`config.mk`:
```
export PLATFORM = sky130hd
export DESIGN_NAME = emac_top
export DESIGN_NICKNAME = d
export VERILOG_FILES = /design/src/emac_pkg.sv /design/src/emac_top.sv
export SDC_FILE = /design/constraint.sdc
export NUM_CORES = 1
export LEC_CHECK = 0
export ABC_AREA = 1
export BUFFER_PORTS_ARGS = -buffer_cell sky130_fd_sc_hd__buf_2
export CAP_MARGIN = 20
export CORE_ASPECT_RATIO = 1.75
export CORE_MARGIN = 2
export CORE_UTILIZATION = 45
export CTS_BUF_LIST = sky130_fd_sc_hd__clkbuf_16
export CTS_CLUSTER_DIAMETER = 200
export CTS_CLUSTER_SIZE = 8
export DETAILED_ROUTE_END_ITERATION = 8
export PLACE_DENSITY = 0.86
export SLEW_MARGIN = 20
export SYNTH_ARGS = -nofsm -noshare
export SYNTH_HDL_FRONTEND = slang
export SYNTH_SLANG_ARGS = --single-unit
```
`constraint.sdc`:
```
create_clock -name clk_i -period 2.4 [get_ports clk_i]
set_input_delay 0.36 -clock clk_i [delete_from_list [all_inputs] [get_ports clk_i]]
set_output_delay 0.36 -clock clk_i [all_outputs]
set_load 0.1 [all_outputs]
```
`src/emac_pkg.sv`:
```
// Package for the energy accumulator mode configuration block.
// Assumes a simple register port and an accumulator datapath that consumes the decoded fields.
// Contract
// - Control word at offset 0x04, read/write.
// - Accumulator 1 mode bits 7:6 select source.
// - Bit 5 gates channel A into accumulator 1.
// - Bit 4 gates channel B into accumulator 1.
// - Bits 3:2 give accumulator 1 type.
// - Bits 11:10 give accumulator 2 type.
// - Sign processing: positive, negative, raw, absolute.
// - Negative-only mode adds negated negative values.
// - Accumulator 2 mode bits 15:14 select source.
package emac_pkg;
  localparam int ADDR_W = 8;
  localparam int DATA_W = 32;
  localparam logic [ADDR_W-1:0] CTRL_TWO_OFF = 8'h04;
  localparam logic [DATA_W-1:0] CTRL_TWO_RST = 32'h0000_0000;
  // Bits 31:16 and 13:12 belong to other accumulators and are not held here.
  localparam logic [DATA_W-1:0] CTRL_TWO_MASK = 32'h0000_CFFF;
  localparam int ACC1_MODE_LSB = 6;
  localparam int ACC1_CHA_BIT = 5;
  localparam int ACC1_CHB_BIT = 4;
  localparam int ACC1_TYPE_LSB = 2;
  localparam int ACC1_SIGN_LSB = 0;
  localparam int ACC2_MODE_LSB = 14;
  localparam int ACC2_TYPE_LSB = 10;
  localparam int ACC2_SIGN_LSB = 8;
  localparam int FIELD_W = 2;
  localparam int TYPE_DIFF_BIT = 1;
  localparam logic [1:0] TYPE_ACTIVE_LO = 2'h0;
  localparam logic [1:0] TYPE_REACTIVE = 2'h1;
  localparam logic [1:0] TYPE_APPARENT = 2'h2;
  localparam logic [1:0] TYPE_ACTIVE_HI = 2'h3;

  typedef enum logic [1:0] {
    EMAC_SRC_POWER = 2'b00,
    EMAC_SRC_RMS = 2'b01,
    EMAC_SRC_CONST = 2'b10,
    EMAC_SRC_FUND = 2'b11
  } emac_src_t;

  typedef enum logic [1:0] {
    EMAC_SIGN_POS = 2'b00,
    EMAC_SIGN_NEG = 2'b01,
    EMAC_SIGN_RAW = 2'b10,
    EMAC_SIGN_ABS = 2'b11
  } emac_sign_t;

  // Decoded settings for one accumulator.
  typedef struct packed {
    emac_src_t src;
    logic chan_a_en;
    logic chan_b_en;
    logic pwr_active;
    logic pwr_reactive;
    logic pwr_apparent;
    logic rms_sum;
    logic rms_diff;
    emac_sign_t sign;
  } emac_acc_cfg_t;

  // Settings shown while the control word holds its reset value: power mode, active type, positive only.
  localparam emac_acc_cfg_t ACC_CFG_RST = '{src: EMAC_SRC_POWER, chan_a_en: 1'b0, chan_b_en: 1'b0,
                                           pwr_active: 1'b1, pwr_reactive: 1'b0, pwr_apparent: 1'b0,
                                           rms_sum: 1'b0, rms_diff: 1'b0, sign: EMAC_SIGN_POS};
endpackage

```
`src/emac_top.sv`:
```
// Register bank for the accumulator 1 and 2 control fields, with field decode and sign shaping.
// Assumes one clock and a register port whose read data appears the cycle after the read strobe.
//
// Local design decision: strobed register access.
module emac_top #(
  parameter int SAMPLE_W = 32
) (
  input wire logic clk_i,
  input wire logic rst_i,
  input wire logic [emac_pkg::ADDR_W-1:0] addr_i,
  input wire logic [emac_pkg::DATA_W-1:0] wdata_i,
  input wire logic wr_i,
  input wire logic rd_i,
  output logic [emac_pkg::DATA_W-1:0] rdata_o,
  output emac_pkg::emac_acc_cfg_t acc1_cfg_o,
  output emac_pkg::emac_acc_cfg_t acc2_cfg_o,
  input wire logic signed [SAMPLE_W-1:0] acc1_sample_i,
  input wire logic signed [SAMPLE_W-1:0] acc2_sample_i,
  output logic signed [SAMPLE_W-1:0] acc1_add_o,
  output logic signed [SAMPLE_W-1:0] acc2_add_o
);

  // Index 0 serves accumulator 1 and index 1 accumulator 2 in all per-accumulator logic.
  localparam int NUM_ACC = 2;

  logic [emac_pkg::DATA_W-1:0] held_word;
  logic [emac_pkg::DATA_W-1:0] rdata_r;
  logic [emac_pkg::DATA_W-1:0] rdata_nxt;
  logic addr_hit;
  logic wr_hit;
  logic rd_hit;
  emac_pkg::emac_acc_cfg_t [NUM_ACC-1:0] cfg_q;
  logic [NUM_ACC-1:0][SAMPLE_W-1:0] add_q;

  // Only one word is mapped; a miss drops the write and reads back zero.
  always_comb
  begin
    addr_hit = 1'b0;
    if (addr_i == emac_pkg::CTRL_TWO_OFF)
    begin
      addr_hit = 1'b1;
    end
    else
    begin
      addr_hit = 1'b0;
    end
  end

  // Strobes qualify the decode here so that both paths share one compare.
  assign wr_hit = wr_i && addr_hit;
  assign rd_hit = rd_i && addr_hit;

  // Bits owned by other accumulators are not stored, which saves flops and keeps them reading as zero.
  for (genvar b = 0; b < emac_pkg::DATA_W; b++)
  begin : g_bit
    if (emac_pkg::CTRL_TWO_MASK[b] == 1'b0)
    begin : g_unheld
      assign held_word[b] = 1'b0;
    end
  end

  // Read data stands for one cycle only and is zero otherwise, so a stale word never lingers on the port.
  always_comb
  begin
    rdata_nxt = '0;
    if (rd_hit)
    begin
      rdata_nxt = held_word;
    end
    else if (rd_i)
    begin
      // Reads of unmapped addresses answer zero.
      rdata_nxt = '0;
    end
  end

  always_ff @(posedge clk_i)
  begin
    if (rst_i)
    begin
      rdata_r <= '0;
    end
    else
    begin
      rdata_r <= rdata_nxt;
    end
  end

  // Both accumulators share one decode; only the field positions and the channel bits differ.
  for (genvar i = 0; i < NUM_ACC; i++)
  begin : g_acc
    localparam int MODE_LSB = (i == 0) ? emac_pkg::ACC1_MODE_LSB : emac_pkg::ACC2_MODE_LSB;
    localparam int TYPE_LSB = (i == 0) ? emac_pkg::ACC1_TYPE_LSB : emac_pkg::ACC2_TYPE_LSB;
    localparam int SIGN_LSB = (i == 0) ? emac_pkg::ACC1_SIGN_LSB : emac_pkg::ACC2_SIGN_LSB;
    // Accumulator 2 channel enables sit in bits not held here, so they stay disabled.
    localparam bit HAS_CHAN = (i == 0);

    logic [emac_pkg::FIELD_W-1:0] mode_r;
    logic [emac_pkg::FIELD_W-1:0] mode_nxt;
    logic [emac_pkg::FIELD_W-1:0] type_r;
    logic [emac_pkg::FIELD_W-1:0] type_nxt;
    logic [emac_pkg::FIELD_W-1:0] sign_r;
    logic [emac_pkg::FIELD_W-1:0] sign_nxt;
    logic cha_r;
    logic cha_nxt;
    logic chb_r;
    logic chb_nxt;

    logic signed [SAMPLE_W-1:0] sample;
    logic sample_neg;
    logic signed [SAMPLE_W-1:0] sample_flip;
    emac_pkg::emac_acc_cfg_t cfg_r;
    emac_pkg::emac_acc_cfg_t cfg_nxt;
    logic signed [SAMPLE_W-1:0] add_r;
    logic signed [SAMPLE_W-1:0] add_nxt;

    // Each field keeps its value until a write to the control word replaces it.
    always_comb
    begin
      mode_nxt = mode_r;
      type_nxt = type_r;
      sign_nxt = sign_r;
      cha_nxt = cha_r;
      chb_nxt = chb_r;
      if (wr_hit)
      begin
        mode_nxt = wdata_i[MODE_LSB +: emac_pkg::FIELD_W];
        type_nxt = wdata_i[TYPE_LSB +: emac_pkg::FIELD_W];
        sign_nxt = wdata_i[SIGN_LSB +: emac_pkg::FIELD_W];
        if (HAS_CHAN)
        begin
          cha_nxt = wdata_i[emac_pkg::ACC1_CHA_BIT];
          chb_nxt = wdata_i[emac_pkg::ACC1_CHB_BIT];
        end
      end
    end

    // Fields reset to their defaults, which select power mode, active type and positive values.
    always_ff @(posedge clk_i)
    begin
      if (rst_i)
      begin
        mode_r <= emac_pkg::CTRL_TWO_RST[MODE_LSB +: emac_pkg::FIELD_W];
        type_r <= emac_pkg::CTRL_TWO_RST[TYPE_LSB +: emac_pkg::FIELD_W];
        sign_r <= emac_pkg::CTRL_TWO_RST[SIGN_LSB +: emac_pkg::FIELD_W];
        cha_r <= emac_pkg::CTRL_TWO_RST[emac_pkg::ACC1_CHA_BIT];
        chb_r <= emac_pkg::CTRL_TWO_RST[emac_pkg::ACC1_CHB_BIT];
      end
      else
      begin
        mode_r <= mode_nxt;
        type_r <= type_nxt;
        sign_r <= sign_nxt;
        cha_r <= cha_nxt;
        chb_r <= chb_nxt;
      end
    end

    // The held fields rebuild the word for read-back.
    assign held_word[MODE_LSB +: emac_pkg::FIELD_W] = mode_r;
    assign held_word[TYPE_LSB +: emac_pkg::FIELD_W] = type_r;
    assign held_word[SIGN_LSB +: emac_pkg::FIELD_W] = sign_r;
    if (HAS_CHAN)
    begin : g_chan
      assign held_word[emac_pkg::ACC1_CHA_BIT] = cha_r;
      assign held_word[emac_pkg::ACC1_CHB_BIT] = chb_r;
    end

    if (i == 0)
    begin : g_sample_one
      assign sample = acc1_sample_i;
    end
    else
    begin : g_sample_two
      assign sample = acc2_sample_i;
    end

    // The most negative sample has no positive twin, so its negation wraps to itself.
    assign sample_neg = sample[SAMPLE_W-1];
    assign sample_flip = -sample;

    // Decoding the next field values keeps the settings registered yet current in the cycle after a write.
    always_comb
    begin
      cfg_nxt = '0;
      cfg_nxt.src = emac_pkg::emac_src_t'(mode_nxt);
      cfg_nxt.chan_a_en = cha_nxt;
      cfg_nxt.chan_b_en = chb_nxt;
      cfg_nxt.sign = emac_pkg::emac_sign_t'(sign_nxt);
      // Type flags follow the mode, so constant and fundamental modes show none.
      case (cfg_nxt.src)
        emac_pkg::EMAC_SRC_POWER:
        begin
          case (type_nxt)
            emac_pkg::TYPE_REACTIVE:
            begin
              cfg_nxt.pwr_reactive = 1'b1;
            end
            emac_pkg::TYPE_APPARENT:
            begin
              cfg_nxt.pwr_apparent = 1'b1;
            end
            emac_pkg::TYPE_ACTIVE_LO, emac_pkg::TYPE_ACTIVE_HI:
            begin
              cfg_nxt.pwr_active = 1'b1;
            end
            default:
            begin
              cfg_nxt.pwr_active = 1'b0;
            end
          endcase
        end
        emac_pkg::EMAC_SRC_RMS:
        begin
          // Only the upper type bit matters in current RMS mode.
          cfg_nxt.rms_sum = ~type_nxt[emac_pkg::TYPE_DIFF_BIT];
          cfg_nxt.rms_diff = type_nxt[emac_pkg::TYPE_DIFF_BIT];
        end
        emac_pkg::EMAC_SRC_CONST:
        begin
          cfg_nxt.rms_sum = 1'b0;
        end
        emac_pkg::EMAC_SRC_FUND:
        begin
          cfg_nxt.rms_diff = 1'b0;
        end
        default:
        begin
          cfg_nxt.rms_sum = 1'b0;
        end
      endcase
    end

    always_ff @(posedge clk_i)
    begin
      if (rst_i)
      begin
        cfg_r <= emac_pkg::ACC_CFG_RST;
      end
      else
      begin
        cfg_r <= cfg_nxt;
      end
    end

    // Shaping uses the sign setting already in force, so a new setting applies from the next sample.
    always_comb
    begin
      add_nxt = '0;
      case (cfg_r.sign)
        emac_pkg::EMAC_SIGN_POS:
        begin
          if (!sample_neg)
          begin
            add_nxt = sample;
          end
        end
        emac_pkg::EMAC_SIGN_NEG:
        begin
          if (sample_neg)
          begin
            add_nxt = sample_flip;
          end
        end
        emac_pkg::EMAC_SIGN_RAW:
        begin
          add_nxt = sample;
        end
        default:
        begin
          if (sample_neg)
          begin
            add_nxt = sample_flip;
          end
          else
          begin
            add_nxt = sample;
          end
        end
      endcase
    end

    always_ff @(posedge clk_i)
    begin
      if (rst_i)
      begin
        add_r <= '0;
      end
      else
      begin
        add_r <= add_nxt;
      end
    end

    assign cfg_q[i] = cfg_r;
    assign add_q[i] = add_r;
  end

  // Every output comes straight from a flip-flop.
  assign rdata_o = rdata_r;
  assign acc1_cfg_o = cfg_q[0];
  assign acc2_cfg_o = cfg_q[1];
  assign acc1_add_o = add_q[0];
  assign acc2_add_o = add_q[1];
endmodule

```
=== Word-level counts from Yosys, hierarchy flattened ===
Index checks and enable logic that the tools add are counted.

* Add/sub/neg operators: 2
* Bitwise logic cells: 7
* Equal/unequal tests: 13
* Multiplexer cells: 25
* Reductions and logical operators: 15

{| class="wikitable"
|+ Operator list
! kind !! count
|-
| $pmux 32 s3 || 2
|-
| $mux 32 || 4
|-
| $neg 32->32 || 2
|-
| $mux 31 || 2
|-
| $reduce_or 2->1 || 7
|-
| $eq 2x1->1 const B || 6
|-
| $eq 2x2->1 const B || 6
|-
| $logic_not 2->1 || 6
|-
| $mux 2 || 6
|-
| $mux 1 || 9
|-
| $eq 8x3->1 const B || 1
|-
| $not 1->1 || 7
|-
| $mux 3 || 2
|-
| $logic_and 1x1->1 || 2
|}

* Logic and storage cells: 84
* Input bits: 108
* Output and inout bits: 118
* Flip-flop bits (word level): 120

=== Logic depth before layout (Yosys ltp) ===
* Depth after elaboration: 8
* Mapped depth: 12
* Mapped depth without buffers: 12

=== Worst setup path before layout ===
OpenSTA, ideal clock, no wires.

* Kind: flip-flop to flip-flop
* From: reg g_acc[0].cfg_r (netlist bit acc1_cfg_o[0])
* To: reg g_acc[0].add_r[17] (netlist: acc1_add_o[17])
* Data arrival time: 1.990 ns
* Buffers on the path: 1
* Required time: 2.330 ns
* Setup time: 0.070 ns
* Clock period less this slack: 2.060 ns
* Stages on the path, launching flop included: 6
* Setup slack: 0.340 ns
* Path through: dfxtp_1 nand2_1 inv_2 buf_2 nand3_1 a21oi_1

* Longest elaborated chain between the ends: 2
* Elaborated cells between the ends (all ways): 4
* Classes of those cells: eq/ne (2); mux (1); reduce/logical (1)

{| class="wikitable"
|+ RTL lines
! element !! RTL line !! RTL
|-
| from (decl) || emac_top.sv:112 || <nowiki>emac_pkg::emac_acc_cfg_t cfg_r;</nowiki>
|-
| from (signal assigned) || emac_top.sv:238 || <nowiki>cfg_r <= emac_pkg::ACC_CFG_RST;</nowiki>
|-
| from (signal assigned) || emac_top.sv:242 || <nowiki>cfg_r <= cfg_nxt;</nowiki>
|-
| $eq 2x2->1, or another cell as far along || emac_top.sv:250 || <nowiki>case (cfg_r.sign)</nowiki>
|-
| $pmux 32 s3 (*) || emac_top.sv:250 ||
|-
| to (signal assigned) || emac_top.sv:291 || <nowiki>add_r <= add_nxt;</nowiki>
|-
| to (decl) || emac_top.sv:114 || <nowiki>logic signed [SAMPLE_W-1:0] add_r;</nowiki>
|}

Mark *: on every way between the ends. The rest lies on a longest branch, timed or not.
A chain may end at the register's enable or synchronous reset.

=== Worst setup path in the final report ===
* From: reg g_acc[0].cfg_r (netlist bit acc1_cfg_o[0])
* To: reg g_acc[0].add_r[24] (netlist: acc1_add_o[24])

The elaborated chain is that of the path after synthesis.

==> qor.log <==
[worst_setup_path] data required time of the critical path 2.67 ns
[grt] global-route wire length before repair 28,300 um
[floorplan] placeable core area 12,400 um^2
[clocking] H-tree level count 3
[synth] sequential area share after synthesis 36.0%
[synth] share of synthesized registers carrying an async set or reset 0%
[final_layout] area added between synthesis and finish 23.2%
[grt] total track usage 27.0%
[power] sw frac 35.8%
[place] I/O Buffers 187
[power] internal power 0.00264 W
[grt] Overflow after GRT 0
[clocking] clock net sink count 102
[job] maximum capacitance violations 0
[power] net switching power 0.00147 W
[grt] number of antenna violations at the first check in global routing 0
[place] dpl ws 0.414 ns
[clocking] number of hold buffers added after CTS 0
[synth] number of standard cells after synthesis 854
[clocking] TritonCTS clock tree yes
[clocking] clock slew seen by the registers of the worst setup and hold paths 0.08 ns
[power] leakage dissipation 3.47 nW
[worst_setup_path] Worst Path Class, Setup reg -> reg
[timing] highest clock rate 0.547 GHz
[clocking] setup fix buffers added after clock tree synthesis 0
[power] share of power burned in combinational logic 22.6%
[run_status] result of the run finished clean
[timing] total count of hold-check failures in the final report 0
[drt] remaining routing DRC violations 0
[worst_setup_path] worst reg-to-reg setup slack 0.57 ns
[drt] Starting DRT DRC Count 302
[worst_setup_path] CP cell instances inv_2 > nand2_1 > nand2_1 > clkinv_1 > nor2_1 > nor2_1 > a21oi_1
[synth] distinct cell type count after synthesis 46
[timing] Slew HR 50.9%
[timing] Tmin final 1.83 ns
[drt] Final ANT Viol Nets 0
[grt] number of global-route vias before repair 5,879
[final_layout] fraction of layout cells with a size suffix above 1 24.1%
[synth] post-synthesis instance area 5670 um^2
[place] Detail Placement HPWL 14,400 um
[timing] Worst Hold Margin 0.260 ns
[timing] Fin Clk Skew 0.00476 ns
[synth] Synth Warn # 0
[power] sequential group share of total power 42.5%
[synth] Mean Syn Cell Area 6.64 um^2
[power] Clk pwr share 34.9%
[drt] count of TritonRoute iterations in the first routing pass 7
[floorplan] floorplan die height 152 um
[timing] final setup slack of the worst path 0.571 ns
[clocking] root buffer cell clkbuf_16
[drt] via-per-instance ratio 5.11
[floorplan] initial standard-cell utilization of the core 45.9%
[synth] count of state elements after synthesis 102
[worst_setup_path] sort of element at the end of the critical path flip-flop
[timing] portion of the clock cycle consumed by the worst path in the final layout 76.2%
[drt] post-detailed-routing wire length 18,100 um
[final_layout] net total in the final layout 1,150
[worst_setup_path] cell with the largest stage delay on the worst path clkinv_1
[timing] final setup violating endpoints 0
[floorplan] number of placement rows 54
[clocking] clock latency on the worst-skew pair 0.34 ns
[power] power density over cell area 589 nW/um^2
[worst_setup_path] Worst EP arrival 2.09 ns
[synth] leading register cell type out of synthesis dfxtp_1
[power] VDD IR-drop max 0.322 mV
[timing] setup repair after global routing missed its margin no
[drt] average wire per cell in the routed design 15.0 um
[timing] total count of max-transition violations in the final report 0
[final_layout] antenna diode instance count 0
[grt] maximum number of pins on one net before global-route repair 61
[clocking] Post-CTS Resized 0
[worst_setup_path] critical path fanouts, max 10
[synth] number of flops mapped to enable cells by yosys 0
[floorplan] top-level port count 226
[timing] TNS Setup 0 ns
[drt] Via Count 6,172
[clocking] number of buffers inserted during clock tree synthesis 9
[floorplan] horizontal extent of the die 88.8 um
[min_path] Hold WC Path Type in -> reg
[timing] worst slew pin tran 0.736 ns
[floorplan] overall die area 13,500 um^2
[worst_setup_path] nature of the critical path startpoint flip-flop
[clocking] maximum buffer depth of the clock tree 2
[place] global placer's final weighted congestion 0.992
[worst_setup_path] Max stage delay on crit path 0.39 ns
## cells by family after synthesis
logic type,after synthesis,share of synthesized area (%)
adder cells (fa/ha/maj),6,1.32
other,1,0.0661
AND/OR/NAND/NOR,436,34.9
buffers and inverters,158,12.2
AO/OA/AOI/OAI,142,14.1
XOR/XNOR,9,1.39
flip-flops,102,36.0
## area by class of cell
cell class | count | area (um^2)
clock buffers | 9 | 225
clock inverters | 7 | 68.8
fillers | 1246 | 5380
inverters | 114 | 428
multi-input cells | 613 | 3010
flip-flops and latches | 102 | 2040
well taps | 168 | 210
repair buffers | 196 | 1000
## registers in the layout, summed over array words and instances, names as in the netlist
name          cells
acc1_add_o       32
acc2_add_o       32
rdata_o          14
acc1_cfg_o       11
acc2_cfg_o        9
g_acc.type_r      4
## layer usage
| metal | up-vias | GRT usage (%) | routed length, um |
|---|---|---|---|
| met4 | 0 | 17.5 | 1130 |
| met2 | 260 | 49.4 | 9850 |
| li1 | 3074 | - | - |
| met3 | 68 | 4.06 | 1010 |
| met5 | - | 0 | 0 |
| met1 | 2770 | 26.6 | 6160 |
## critical path: cells and delay by family (launching register included)
kind | cells | cell delay [ns]
and+or+nand+nor | 4 | 0.64
buffers and inverters | 2 | 0.56
DFF | 1 | 0.38
AOI/OAI and AO/OA | 1 | 0.17
## through the flow
step / total power [W] / util (%) / cells / cell area, um^2
floorplan: 0.00250 / - / 873 / 5740
global placement: 0.00271 / 54.1 / 1193 / 6690
detailed placement: 0.00271 / 54.1 / 1193 / 6690
CTS: 0.00415 / 56.5 / 1209 / 6980
global route: 0.00429 / 56.5 / 1209 / 6980
finish: 0.00411 / 56.5 / 1209 / 6980
## layout by cell type (no fill, tap or decap), types with 6 or more instances in the layout
cell type,n
nand3_1,60
nor2_4,6
a21oi_1,77
buf_2,187
nand4_1,18
conb_1,20
nor2_1,138
o21ai_1,11
nor3_1,17
o21ai_0,22
inv_2,8
dfxtp_1,102
inv_1,105
xor2_1,6
buf_4,9
o21ai_2,8
clkbuf_16,9
nand2_1,171
ha_1,6
## power groups by stage
stage          Combinational [W]  Clock, W  Sequential [W]
3_3_place_gp            0.000919         0         0.00179
3_5_place_dp            0.000924         0         0.00179
6_report                0.000931   0.00144         0.00175
4_1_cts                 0.000926   0.00147         0.00175
5_1_grt                 0.000983   0.00155         0.00175
2_1_floorplan           0.000385         0         0.00212
## synthesized netlist by cell type, drive strengths merged (6+ instances only)
cell	number	area share, %
clkbuf	12	0.82
nand3	60	5.3
xor2	6	0.93
a21oi	77	6.8
dfxtp	102	36
ha	6	1.3
nor2	151	12
o21ai	41	4.1
nor3	18	1.8
nand4	18	2.0
nand2	178	13
buf	32	3.9
inv	113	7.5
## path summary, 6_finish.rpt
kind,start,endpoint,depth (start not counted)
hold / removal,acc2_sample_i[19],acc2_add_o[19]$_SDFF_PP0_,2
setup reg to reg,acc1_cfg_o[0]$_SDFFE_PP0N_,acc1_add_o[24]$_SDFF_PP0_,7
setup / recovery,acc1_cfg_o[0]$_SDFFE_PP0N_,acc1_add_o[24]$_SDFF_PP0_,7
hold reg to reg,g_acc[0].type_r[0]$_SDFF_PP0_,rdata_o[2]$_SDFF_PP0_,2
Power figures use the tool's default switching activity.
